## config.mk

```make
export PLATFORM = sky130hd
export DESIGN_NAME = hcd_bridge
export DESIGN_NICKNAME = d
export VERILOG_FILES = /design/src/include/hcd_pkg.sv /design/src/hcd_bridge.sv
export SDC_FILE = /design/constraint.sdc
export NUM_CORES = 1
export LEC_CHECK = 0
export BUFFER_PORTS_ARGS = -buffer_cell sky130_fd_sc_hd__buf_2
export CAP_MARGIN = 40
export CORE_ASPECT_RATIO = 2
export CORE_MARGIN = 1
export CORE_UTILIZATION = 46
export DETAILED_ROUTE_END_ITERATION = 7
export PLACE_DENSITY = 0.75
export REMOVE_ABC_BUFFERS = 1
export SETUP_SLACK_MARGIN = 0.1
export SLEW_MARGIN = 20
export SYNTH_ARGS = -nofsm -noshare
export SYNTH_HDL_FRONTEND = slang
export SYNTH_SLANG_ARGS = --single-unit
```

## constraint.sdc

```tcl
create_clock -name clk_sys -period 6.9 [get_ports clk_sys]
set_input_delay 0.69 -clock clk_sys [delete_from_list [all_inputs] [get_ports clk_sys]]
set_output_delay 0.69 -clock clk_sys [all_outputs]
set_load 0.02 [all_outputs]
```

## src/include/hcd_pkg.sv

```systemverilog
// ----------------------------------------
// shared types and constants
// ----------------------------------------
package hcd_pkg;
   localparam int DATA_W = 64;
   localparam int CHK_W = 8;
   localparam int ROWS = 8;
   localparam int MA_HI_W = 10;
   localparam int BURST_LEN = 4;
   // dram phase timing in cycles (own choice, 50 ns clock)
   localparam int RAS_CYC = 2;
   localparam int CAS_CYC = 2;
   // check mode encoding
   localparam logic CHK_PARITY = 1'h0;
   localparam logic CHK_ECC = 1'h1;
   // cycle types from the three qualifiers {mem_io, data_code, write_read}
   typedef enum logic [2:0] {
      HCD_INTA = 3'h0, HCD_SPECIAL = 3'h1, HCD_IO_RD = 3'h2, HCD_IO_WR = 3'h3,
      HCD_CODE_RD = 3'h4, HCD_RSVD = 3'h5, HCD_MEM_RD = 3'h6, HCD_MEM_WR = 3'h7
   } hcd_cycle_t;
   // host request carrier (polarity as on the pins)
   typedef struct packed {
      logic cycle_start_strobe_n;
      logic mem_io;
      logic data_code;
      logic write_read;
      logic bus_lock_n;
      logic cache_n;
      logic [ROWS-1:0] row_sel;
      logic [19:0] dram_addr;
   } hcd_host_req_t;
   // pci master request carrier
   typedef struct packed {
      logic valid;
      logic write;
      logic [ROWS-1:0] row_sel;
      logic [19:0] dram_addr;
   } hcd_pci_req_t;
   // dram strobe group, all active low
   typedef struct packed {
      logic [ROWS-1:0] ras_n;
      logic [ROWS-1:0] cas_n;
      logic write_strobe_n;
   } hcd_dram_strobe_t;
   typedef enum logic [2:0] {
      ST_IDLE = 3'h0, ST_ROW = 3'h1, ST_COL = 3'h3, ST_DONE = 3'h2, ST_SNOOP = 3'h6
   } hcd_state_t;
endpackage

```

## src/hcd_bridge.sv

```systemverilog
// Summary of operation
// host gives three qualifiers with cycle start
// locked sequence blocks pci dram access
// burst indicator on read: line fill
// burst indicator on write: write-back
// cacheable/invalidate low on host cycles
// snoop: invalidate high write, low read
// host flags management mode while active
// all check bits driven on writes
// config selects parity or ecc
// eight row strobes, one per row
// eight column strobes
// row then column on mux address
// two copies of low burst bits
// one dram write strobe
// 64-bit bidirectional dram data bus
// cycle start marks first clock
// snoop strobe for pci dram access
// hash names active low, others high
// both address copies step together
// deferred pci request served after lock
`timescale 1ns/1ps
`default_nettype none
module hcd_bridge import hcd_pkg::*; #(
   parameter int BURST = BURST_LEN
) (
   input wire logic clk_sys,
   input wire logic reset,
   input wire hcd_host_req_t host_req,
   input wire logic mgmt_mode_active_n,
   input wire hcd_pci_req_t pci_req,
   input wire logic check_mode_select,
   input wire logic [DATA_W-1:0] write_data,
   input wire logic [DATA_W-1:0] dram_data_in,
   input wire logic [CHK_W-1:0] check_bit_in,
   output logic cacheable_invalidate_out,
   output logic snoop_strobe_n,
   output logic pci_grant,
   output logic lock_active,
   output logic mgmt_mode,
   output logic line_fill,
   output logic write_back,
   output var hcd_cycle_t cycle_type,
   output var hcd_dram_strobe_t dram_strobe,
   output logic [MA_HI_W-1:0] dram_mux_address,
   output logic [1:0] burst_addr_copy_a,
   output logic [1:0] burst_addr_copy_b,
   output logic [DATA_W-1:0] dram_data_out,
   output logic dram_data_oe,
   output logic [CHK_W-1:0] check_bit_out,
   output logic check_bit_oe,
   output logic [DATA_W-1:0] read_data,
   output logic check_error
);
   // ----------------------------------------
   // check bit arithmetic
   // ----------------------------------------
   // byte parity, even
   function automatic logic [CHK_W-1:0] byte_par(input logic [DATA_W-1:0] d);
      logic [CHK_W-1:0] p;
      p = '0;
      for (int i = 0; i < CHK_W; i++) begin
         p[i] = ^d[i*8 +: 8];
      end
      return p;
   endfunction
   // simple xor-fold code; a full secded corrector is out of scope here
   function automatic logic [CHK_W-1:0] ecc_gen(input logic [DATA_W-1:0] d);
      logic [CHK_W-1:0] c;
      c = '0;
      for (int i = 0; i < DATA_W; i++) begin
         c = c ^ (i[7:0] + 8'h01);
         if (!d[i]) c = c ^ (i[7:0] + 8'h01);
      end
      return c;
   endfunction
   function automatic logic [CHK_W-1:0] chk_gen(input logic m, input logic [DATA_W-1:0] d);
      return (m == CHK_ECC) ? ecc_gen(d) : byte_par(d);
   endfunction

   // ----------------------------------------
   // state
   // ----------------------------------------
   localparam int BW = $clog2(BURST + 1);
   hcd_state_t state, next_state;
   logic [2:0] tcnt, next_tcnt;
   logic [BW-1:0] beat, next_beat;
   logic cur_write, next_cur_write;
   logic cur_pci, next_cur_pci;
   logic [ROWS-1:0] cur_row, next_cur_row;
   logic [19:0] cur_addr, next_cur_addr;
   logic lock, next_lock;
   logic pend, next_pend;
   logic pend_write, next_pend_write;
   logic [ROWS-1:0] pend_row, next_pend_row;
   logic [19:0] pend_addr, next_pend_addr;
   logic next_ci, next_snoop_n, next_grant, next_lf, next_wb, next_mgmt;
   hcd_cycle_t next_ctype;
   hcd_dram_strobe_t next_strobe;
   logic [MA_HI_W-1:0] next_ma;
   logic [1:0] next_low;
   logic next_oe, next_err;
   logic [DATA_W-1:0] next_dout, next_rdata;
   logic [CHK_W-1:0] next_cbo;
   logic host_start, host_mem;
   logic [1:0] low_bits;

   // host qualifiers are taken only with the cycle start strobe
   assign host_start = !host_req.cycle_start_strobe_n;
   assign host_mem = host_start && host_req.mem_io;
   assign low_bits = cur_addr[1:0] + beat[1:0];

   // ----------------------------------------
   // next state
   // ----------------------------------------
   always_comb begin
      next_state = state;
      next_tcnt = tcnt;
      next_beat = beat;
      next_cur_write = cur_write;
      next_cur_pci = cur_pci;
      next_cur_row = cur_row;
      next_cur_addr = cur_addr;
      next_lock = lock;
      next_pend = pend;
      next_pend_write = pend_write;
      next_pend_row = pend_row;
      next_pend_addr = pend_addr;
      next_ci = 1'b0;
      next_snoop_n = 1'b1;
      next_grant = 1'b0;
      next_lf = 1'b0;
      next_wb = 1'b0;
      next_mgmt = !mgmt_mode_active_n;
      next_ctype = cycle_type;
      next_strobe = '{ras_n: '1, cas_n: '1, write_strobe_n: 1'b1};
      next_ma = dram_mux_address;
      next_low = burst_addr_copy_a;
      next_oe = 1'b0;
      next_dout = dram_data_out;
      next_cbo = check_bit_out;
      next_rdata = read_data;
      next_err = 1'b0;
      // lock starts on a strobed locked cycle, ends on negation
      if (host_start && !host_req.bus_lock_n) next_lock = 1'b1;
      else if (host_req.bus_lock_n) next_lock = 1'b0;
      // catch pci request; it waits while locked or busy
      if (pci_req.valid && !pend) begin
         next_pend = 1'b1;
         next_pend_write = pci_req.write;
         next_pend_row = pci_req.row_sel;
         next_pend_addr = pci_req.dram_addr;
      end
      case (state)
         ST_IDLE: begin
            if (host_start) next_ctype = hcd_cycle_t'({host_req.mem_io,
               host_req.data_code, host_req.write_read});
            if (host_mem) begin
               next_cur_write = host_req.write_read;
               next_cur_pci = 1'b0;
               next_cur_row = host_req.row_sel;
               next_cur_addr = host_req.dram_addr;
               next_lf = !host_req.cache_n && !host_req.write_read;
               next_wb = !host_req.cache_n && host_req.write_read;
               next_beat = '0;
               next_tcnt = 3'(RAS_CYC);
               next_state = ST_ROW;
            end else if (pend && !lock && !(host_start && !host_req.bus_lock_n)) begin
               // deferred request served once the lock drops
               next_pend = 1'b0;
               next_cur_write = pend_write;
               next_cur_pci = 1'b1;
               next_cur_row = pend_row;
               next_cur_addr = pend_addr;
               next_grant = 1'b1;
               next_snoop_n = 1'b0;
               next_ci = pend_write;
               next_state = ST_SNOOP;
            end
         end
         ST_SNOOP: begin
            next_beat = '0;
            next_tcnt = 3'(RAS_CYC);
            next_state = ST_ROW;
         end
         ST_ROW: begin
            // row address on the mux bits, row strobe for the selected row
            next_ma = cur_addr[19:10];
            next_strobe.ras_n = ~cur_row;
            next_tcnt = tcnt - 3'h1;
            if (tcnt == 3'h1) begin
               next_tcnt = 3'(CAS_CYC);
               next_state = ST_COL;
            end
         end
         ST_COL: begin
            next_strobe.ras_n = ~cur_row;
            next_ma = cur_addr[9:0];
            next_low = low_bits;
            next_strobe.cas_n = '0;
            next_strobe.write_strobe_n = !cur_write;
            if (cur_write) begin
               next_oe = 1'b1;
               next_dout = write_data;
               next_cbo = chk_gen(check_mode_select, write_data);
            end else begin
               next_rdata = dram_data_in;
               next_err = tcnt == 3'h1 &&
                  chk_gen(check_mode_select, dram_data_in) != check_bit_in;
            end
            next_tcnt = tcnt - 3'h1;
            if (tcnt == 3'h1) begin
               next_tcnt = 3'(CAS_CYC);
               next_beat = beat + BW'(1);
               if (beat == BW'(BURST - 1)) next_state = ST_DONE;
            end
         end
         ST_DONE: begin
            next_state = ST_IDLE;
         end
         default: begin
            next_state = ST_IDLE;
         end
      endcase
   end

   // ----------------------------------------
   // registers
   // ----------------------------------------
   always_ff @(posedge clk_sys or posedge reset) begin
      if (reset) begin
         state <= ST_IDLE;
         tcnt <= 3'h0;
         beat <= '0;
         cur_write <= 1'b0;
         cur_pci <= 1'b0;
         cur_row <= '0;
         cur_addr <= '0;
         lock <= 1'b0;
         pend <= 1'b0;
         pend_write <= 1'b0;
         pend_row <= '0;
         pend_addr <= '0;
         cacheable_invalidate_out <= 1'b0;
         snoop_strobe_n <= 1'b1;
         pci_grant <= 1'b0;
         line_fill <= 1'b0;
         write_back <= 1'b0;
         mgmt_mode <= 1'b0;
         cycle_type <= HCD_INTA;
         dram_strobe <= '{ras_n: '1, cas_n: '1, write_strobe_n: 1'b1};
         dram_mux_address <= '0;
         burst_addr_copy_a <= 2'h0;
         burst_addr_copy_b <= 2'h0;
         dram_data_out <= '0;
         dram_data_oe <= 1'b0;
         check_bit_out <= '0;
         check_bit_oe <= 1'b0;
         read_data <= '0;
         check_error <= 1'b0;
      end else begin
         state <= next_state;
         tcnt <= next_tcnt;
         beat <= next_beat;
         cur_write <= next_cur_write;
         cur_pci <= next_cur_pci;
         cur_row <= next_cur_row;
         cur_addr <= next_cur_addr;
         lock <= next_lock;
         pend <= next_pend;
         pend_write <= next_pend_write;
         pend_row <= next_pend_row;
         pend_addr <= next_pend_addr;
         cacheable_invalidate_out <= next_ci;
         snoop_strobe_n <= next_snoop_n;
         pci_grant <= next_grant;
         line_fill <= next_lf;
         write_back <= next_wb;
         mgmt_mode <= next_mgmt;
         cycle_type <= next_ctype;
         dram_strobe <= next_strobe;
         dram_mux_address <= next_ma;
         burst_addr_copy_a <= next_low;
         burst_addr_copy_b <= next_low;
         dram_data_out <= next_dout;
         dram_data_oe <= next_oe;
         check_bit_out <= next_cbo;
         check_bit_oe <= next_oe;
         read_data <= next_rdata;
         check_error <= next_err;
      end
   end
   assign lock_active = lock;

   // ----------------------------------------
   // checks
   // ----------------------------------------
   chk_lock_blocks_pci: assert property (@(posedge clk_sys) disable iff (reset)
      lock |=> !pci_grant) else $error("pci granted while locked");
   chk_copies_equal: assert property (@(posedge clk_sys) disable iff (reset)
      burst_addr_copy_a == burst_addr_copy_b) else $error("address copies differ");
   // equality alone holds by wiring; this one guards the actual step per beat
   chk_copy_step: assert property (@(posedge clk_sys) disable iff (reset)
      (state == ST_COL && tcnt == 3'h1 && beat != BW'(BURST - 1))
      |=> ##1 burst_addr_copy_a == 2'($past(burst_addr_copy_a) + 2'h1))
      else $error("address copy did not step");
   chk_check_bits_drive: assert property (@(posedge clk_sys) disable iff (reset)
      !dram_strobe.write_strobe_n |-> check_bit_oe && dram_data_oe)
      else $error("check bits not driven on write");
   chk_snoop_inv: assert property (@(posedge clk_sys) disable iff (reset)
      !snoop_strobe_n |-> cacheable_invalidate_out == cur_write)
      else $error("invalidate level wrong on snoop");
   chk_host_ci_low: assert property (@(posedge clk_sys) disable iff (reset)
      snoop_strobe_n |-> !cacheable_invalidate_out) else $error("cacheable not low");
   chk_snoop_grant: assert property (@(posedge clk_sys) disable iff (reset)
      pci_grant |-> !snoop_strobe_n ##1 state == ST_ROW) else $error("snoop missing");
   chk_line_fill: assert property (@(posedge clk_sys) disable iff (reset)
      (state == ST_IDLE && host_mem && !host_req.cache_n && !host_req.write_read)
      |=> line_fill && !write_back) else $error("line fill not flagged");
   chk_write_back: assert property (@(posedge clk_sys) disable iff (reset)
      (state == ST_IDLE && host_mem && !host_req.cache_n && host_req.write_read)
      |=> write_back && !line_fill) else $error("write-back not flagged");
   chk_row_then_col: assert property (@(posedge clk_sys) disable iff (reset)
      (state == ST_ROW && tcnt == 3'h1) |=> ##1 dram_mux_address == cur_addr[9:0])
      else $error("column address late");
   chk_cas_with_ras: assert property (@(posedge clk_sys) disable iff (reset)
      dram_strobe.cas_n != '1 |-> dram_strobe.ras_n != '1) else $error("cas without ras");
   chk_cycle_decode: assert property (@(posedge clk_sys) disable iff (reset)
      (state == ST_IDLE && host_start) |=> cycle_type == $past({host_req.mem_io,
      host_req.data_code, host_req.write_read})) else $error("cycle type wrong");
endmodule // hcd_bridge
`default_nettype wire

```

==> run summary <==
run status: complete, no violations
proportion of power drawn by flip-flops and latches: 0.360
Slowest Stage Delay on Critical Path: 510 ps
crit path cell chain: buf_2 > xor2_1 > xnor3_1 > xnor3_2 > xnor3_1 > mux2i_1 > xnor2_1 > nor2_1 > a41oi_2
Port Buffer Count: 383
cell count of the worst reg-to-reg path: 6
utilization after layout: 0.5918
Floorplan Core Area: 25030 µm²
half-perimeter wire length of the detailed placement result: 23.91 mm
overall routing resource usage: 0.2352
CP max stage cell: xnor3_1
floorplan die width: 115.1 µm
number of global-route vias before repair: 8738
I/O pins: 384
internal reg-to-reg setup slack: 4730 ps
final critical-path share of the clock period: 0.3671
worst slack at placement: 3874 ps
internal power summed over all cells: 4.116 mW
cells resized by post-CTS repair: 0
startpoint of the worst register-to-register path: state[0]$_DFFE_PP0P_
number of H-tree branching levels: 1
timing-limited maximum frequency: 394.7 MHz
count of nets after finishing: 1520
TritonCTS clock tree: built
Post CTS Setup Buffer Count: 0
worst endpoint data arrival time: 2920 ps
TritonCTS buffer count: 22
placed insts: 1620
number of synthesized flops with an enable pin: 0
nature of the critical path startpoint: input port
Total Power: 6.681 mW
largest net degree at the start of global routing: 127
die area: 26250 µm²
Final Max Tran Viols: 0
# clock sinks: 238
clock network fraction of design power: 0.181
Comb power frac: 0.459
WP buf/inv: 1
switching part of the total power: 0.3839
count of maximum capacitance violations: 0
area of the mapped netlist: 11760 µm²
Slew @ Worst Pin: 721.0 ps
fraction of the yosys area taken by sequential cells: 0.5077
Antenna Violating Nets Remaining: 0
clock transition at the registers of the reported paths: 60 ps
#FFs+latches synth: 238
Placement Rows: 82
Rel. slew slack: 0.5193
number of endpoints failing setup at the final stage: 0
Peak VDD IR: 313.4 µV
Final min period: 2533 ps
via count: 8272
Yosys warning count: 0
fraction of final layout cells sized beyond drive strength 1: 0.4597
number of optimization iterations in the first detailed-route pass: 4
leakage power figure: 6.740 nW
worst clock skew: 21.11 ps
top-area cell type share of the netlist area: 0.4831
most area-hungry cell type in the Yosys netlist: dfrtp_1
instance area at placement: 14030 µm²
average cell area after synthesis: 12.54 µm²
Sequential cell area: 5969 µm²
net switching power: 2.564 mW
clock tree buffer depth: 3
post-synthesis cell count: 938
wire length of the first global-routing pass: 47.06 mm
DIE HEIGHT: 228.1 µm
initial antenna violation count: 2
final-layout setup total negative slack: 0 ps
min-delay worst type: input port to async pin
predominant post-synthesis flop cell: dfrtp_1
nature of the critical path endpoint: register
RSZ-0062 raised after global routing: no
number of hold-repair buffers added at the cts stage: 0
Hold Fails Final Rpt: 0
overflow left after global routing: 0
critical path's top delay family: XOR/XNOR gates
aggregate routed wire length: 30.39 mm
CTS root buf: clkbuf_16
terminus of the critical flop-to-flop path: dram_data_out[4]$_DFFE_PP0P_
most repeated library cell on the critical path: xnor3_1
drt drc: 0
category of the most critical setup path: input port to register
Yosys cell types: 36
effective utilization at floorplan: 0.4697
asr flop ratio synth: 1.000
worst hold margin: 57.14 ps
clock latency on the worst-skew pair: 520 ps
worst-case setup margin in the final layout: 4367 ps
multi-input gate area in the final layout: 5570 µm²
Power per Cell Area: 451.0 nW/µm²
Max FO, Critical Path: 3
count of placed standard cells in the final layout, fillers left out: 1665
DRC marker count from the first detailed-route iteration: 254
fill count: 2143
routed length per placed instance: 18.25 µm
data required time at the worst endpoint: 7290 ps
final weighted congestion of routability-driven global placement: 0.8711
cell types occupying the most area after synthesis: dfrtp_1 (48%), xnor2_1 (15%), mux2_2 (15%), mux2i_1 (3.8%), xor2_1 (3.2%)
area of all placed cells without fillers: 14810 µm²
number of vias per cell after detailed routing: 4.968
synth-to-layout area growth: 25.98%
==> worst reg2reg max path, delay by kind of cell, from the launching register on <==
family                 cells  cell delay (ps)
buffers and inverters      3              950
AND/OR/NAND/NOR            2              250
flip-flops                 1              450
multiplexers               1              380
==> worst max-delay path by stage <==
stage	from	end	slack (ps)	cells past startpoint
2_1_floorplan	reset	beat[0]$_DFFE_PP0P_	-300	1
3_3_place_gp	dram_data_in[46]	check_error$_DFF_PP0_	3920	9
3_5_place_dp	dram_data_in[46]	check_error$_DFF_PP0_	3870	9
4_1_cts	dram_data_in[46]	check_error$_DFF_PP0_	4390	9
5_1_grt	dram_data_in[46]	check_error$_DFF_PP0_	4280	9
6_report	dram_data_in[46]	check_error$_DFF_PP0_	4370	9
==> kinds of logic (layout without fill, tap and decap cells) <==
logic type / Yosys count / count (layout) / synth area share
XOR/XNOR: 259 / 259 / 0.2024
flip-flops: 238 / 238 / 0.5077
multiplexers: 205 / 205 / 0.1915
AND/OR/NAND/NOR: 102 / 102 / 0.03735
AO/OA/AOI/OAI: 73 / 73 / 0.03458
buffers and inverters: 56 / 445 / 0.02117
adder cells (fa/ha/maj): 5 / 5 / 0.005320
other: 0 / 2 / 0
==> power groups by stage <==
stage	clock, mW	combinational [mW]	sequential (mW)
global placement	0	2.99	2.40
finish	1.21	3.07	2.40
global route	1.30	3.30	2.49
detailed placement	0	3.07	2.43
CTS	1.25	3.08	2.41
floorplan	0	1.46	3.02
==> cell usage after synthesis (all sizes together) (2+ instances only) <==
| library cell | n |
|---|---|
| a21oi | 8 |
| buf | 15 |
| clkbuf | 31 |
| dfrtp | 227 |
| dfstp | 11 |
| ha | 5 |
| inv | 10 |
| mux2 | 160 |
| mux2i | 45 |
| nand2 | 65 |
| nand2b | 3 |
| nand3 | 5 |
| nor2 | 13 |
| nor2b | 7 |
| nor3 | 2 |
| o21ai | 55 |
| o31ai | 2 |
| o41ai | 2 |
| or2 | 2 |
| or3 | 2 |
| xnor2 | 208 |
| xnor3 | 8 |
| xor2 | 43 |
==> layout by cell type (no fill, tap or decap), types with 5 or more instances in the layout <==
cell type	instances
clkbuf_8	5
mux2i_1	45
buf_2	383
mux2_2	160
xnor2_1	208
nand2_1	65
dfstp_2	11
a21oi_1	8
o21ai_0	55
buf_4	6
dfrtp_1	227
inv_1	9
clkbuf_16	22
nor2_1	12
ha_1	5
xnor3_1	7
nor2b_1	5
xor2_1	43
clkbuf_1	6
==> layer usage <==
layer | vias to the layer above | routed length (µm) | track usage
met5 | - | 0 | 0
met4 | 0 | 1241 | 0.1039
met3 | 63 | 1350 | 0.03002
met2 | 269 | 16820 | 0.4407
met1 | 4056 | 10980 | 0.2570
li1 | 3884 | - | -
==> registers in the layout, indices dropped and copies added, names as in the netlist, 10 cells and up <==
| name | cells |
|---|---|
| pend_addr | 20 |
| read_data | 64 |
| dram_data_out | 64 |
| dram_mux_address | 10 |
| cur_addr | 20 |
| dram_strobe | 10 |
==> area by class of cell <==
type	instances	area share
clock buffers	33	0.04333
inverters	10	0.003041
flip-flops and latches	238	0.4030
multi-input cells	644	0.3760
well taps	336	0.02838
repair buffers	395	0.1410
clock inverters	7	0.004983
diodes	2	0.0003378
(Power assumes the default switching activity.)
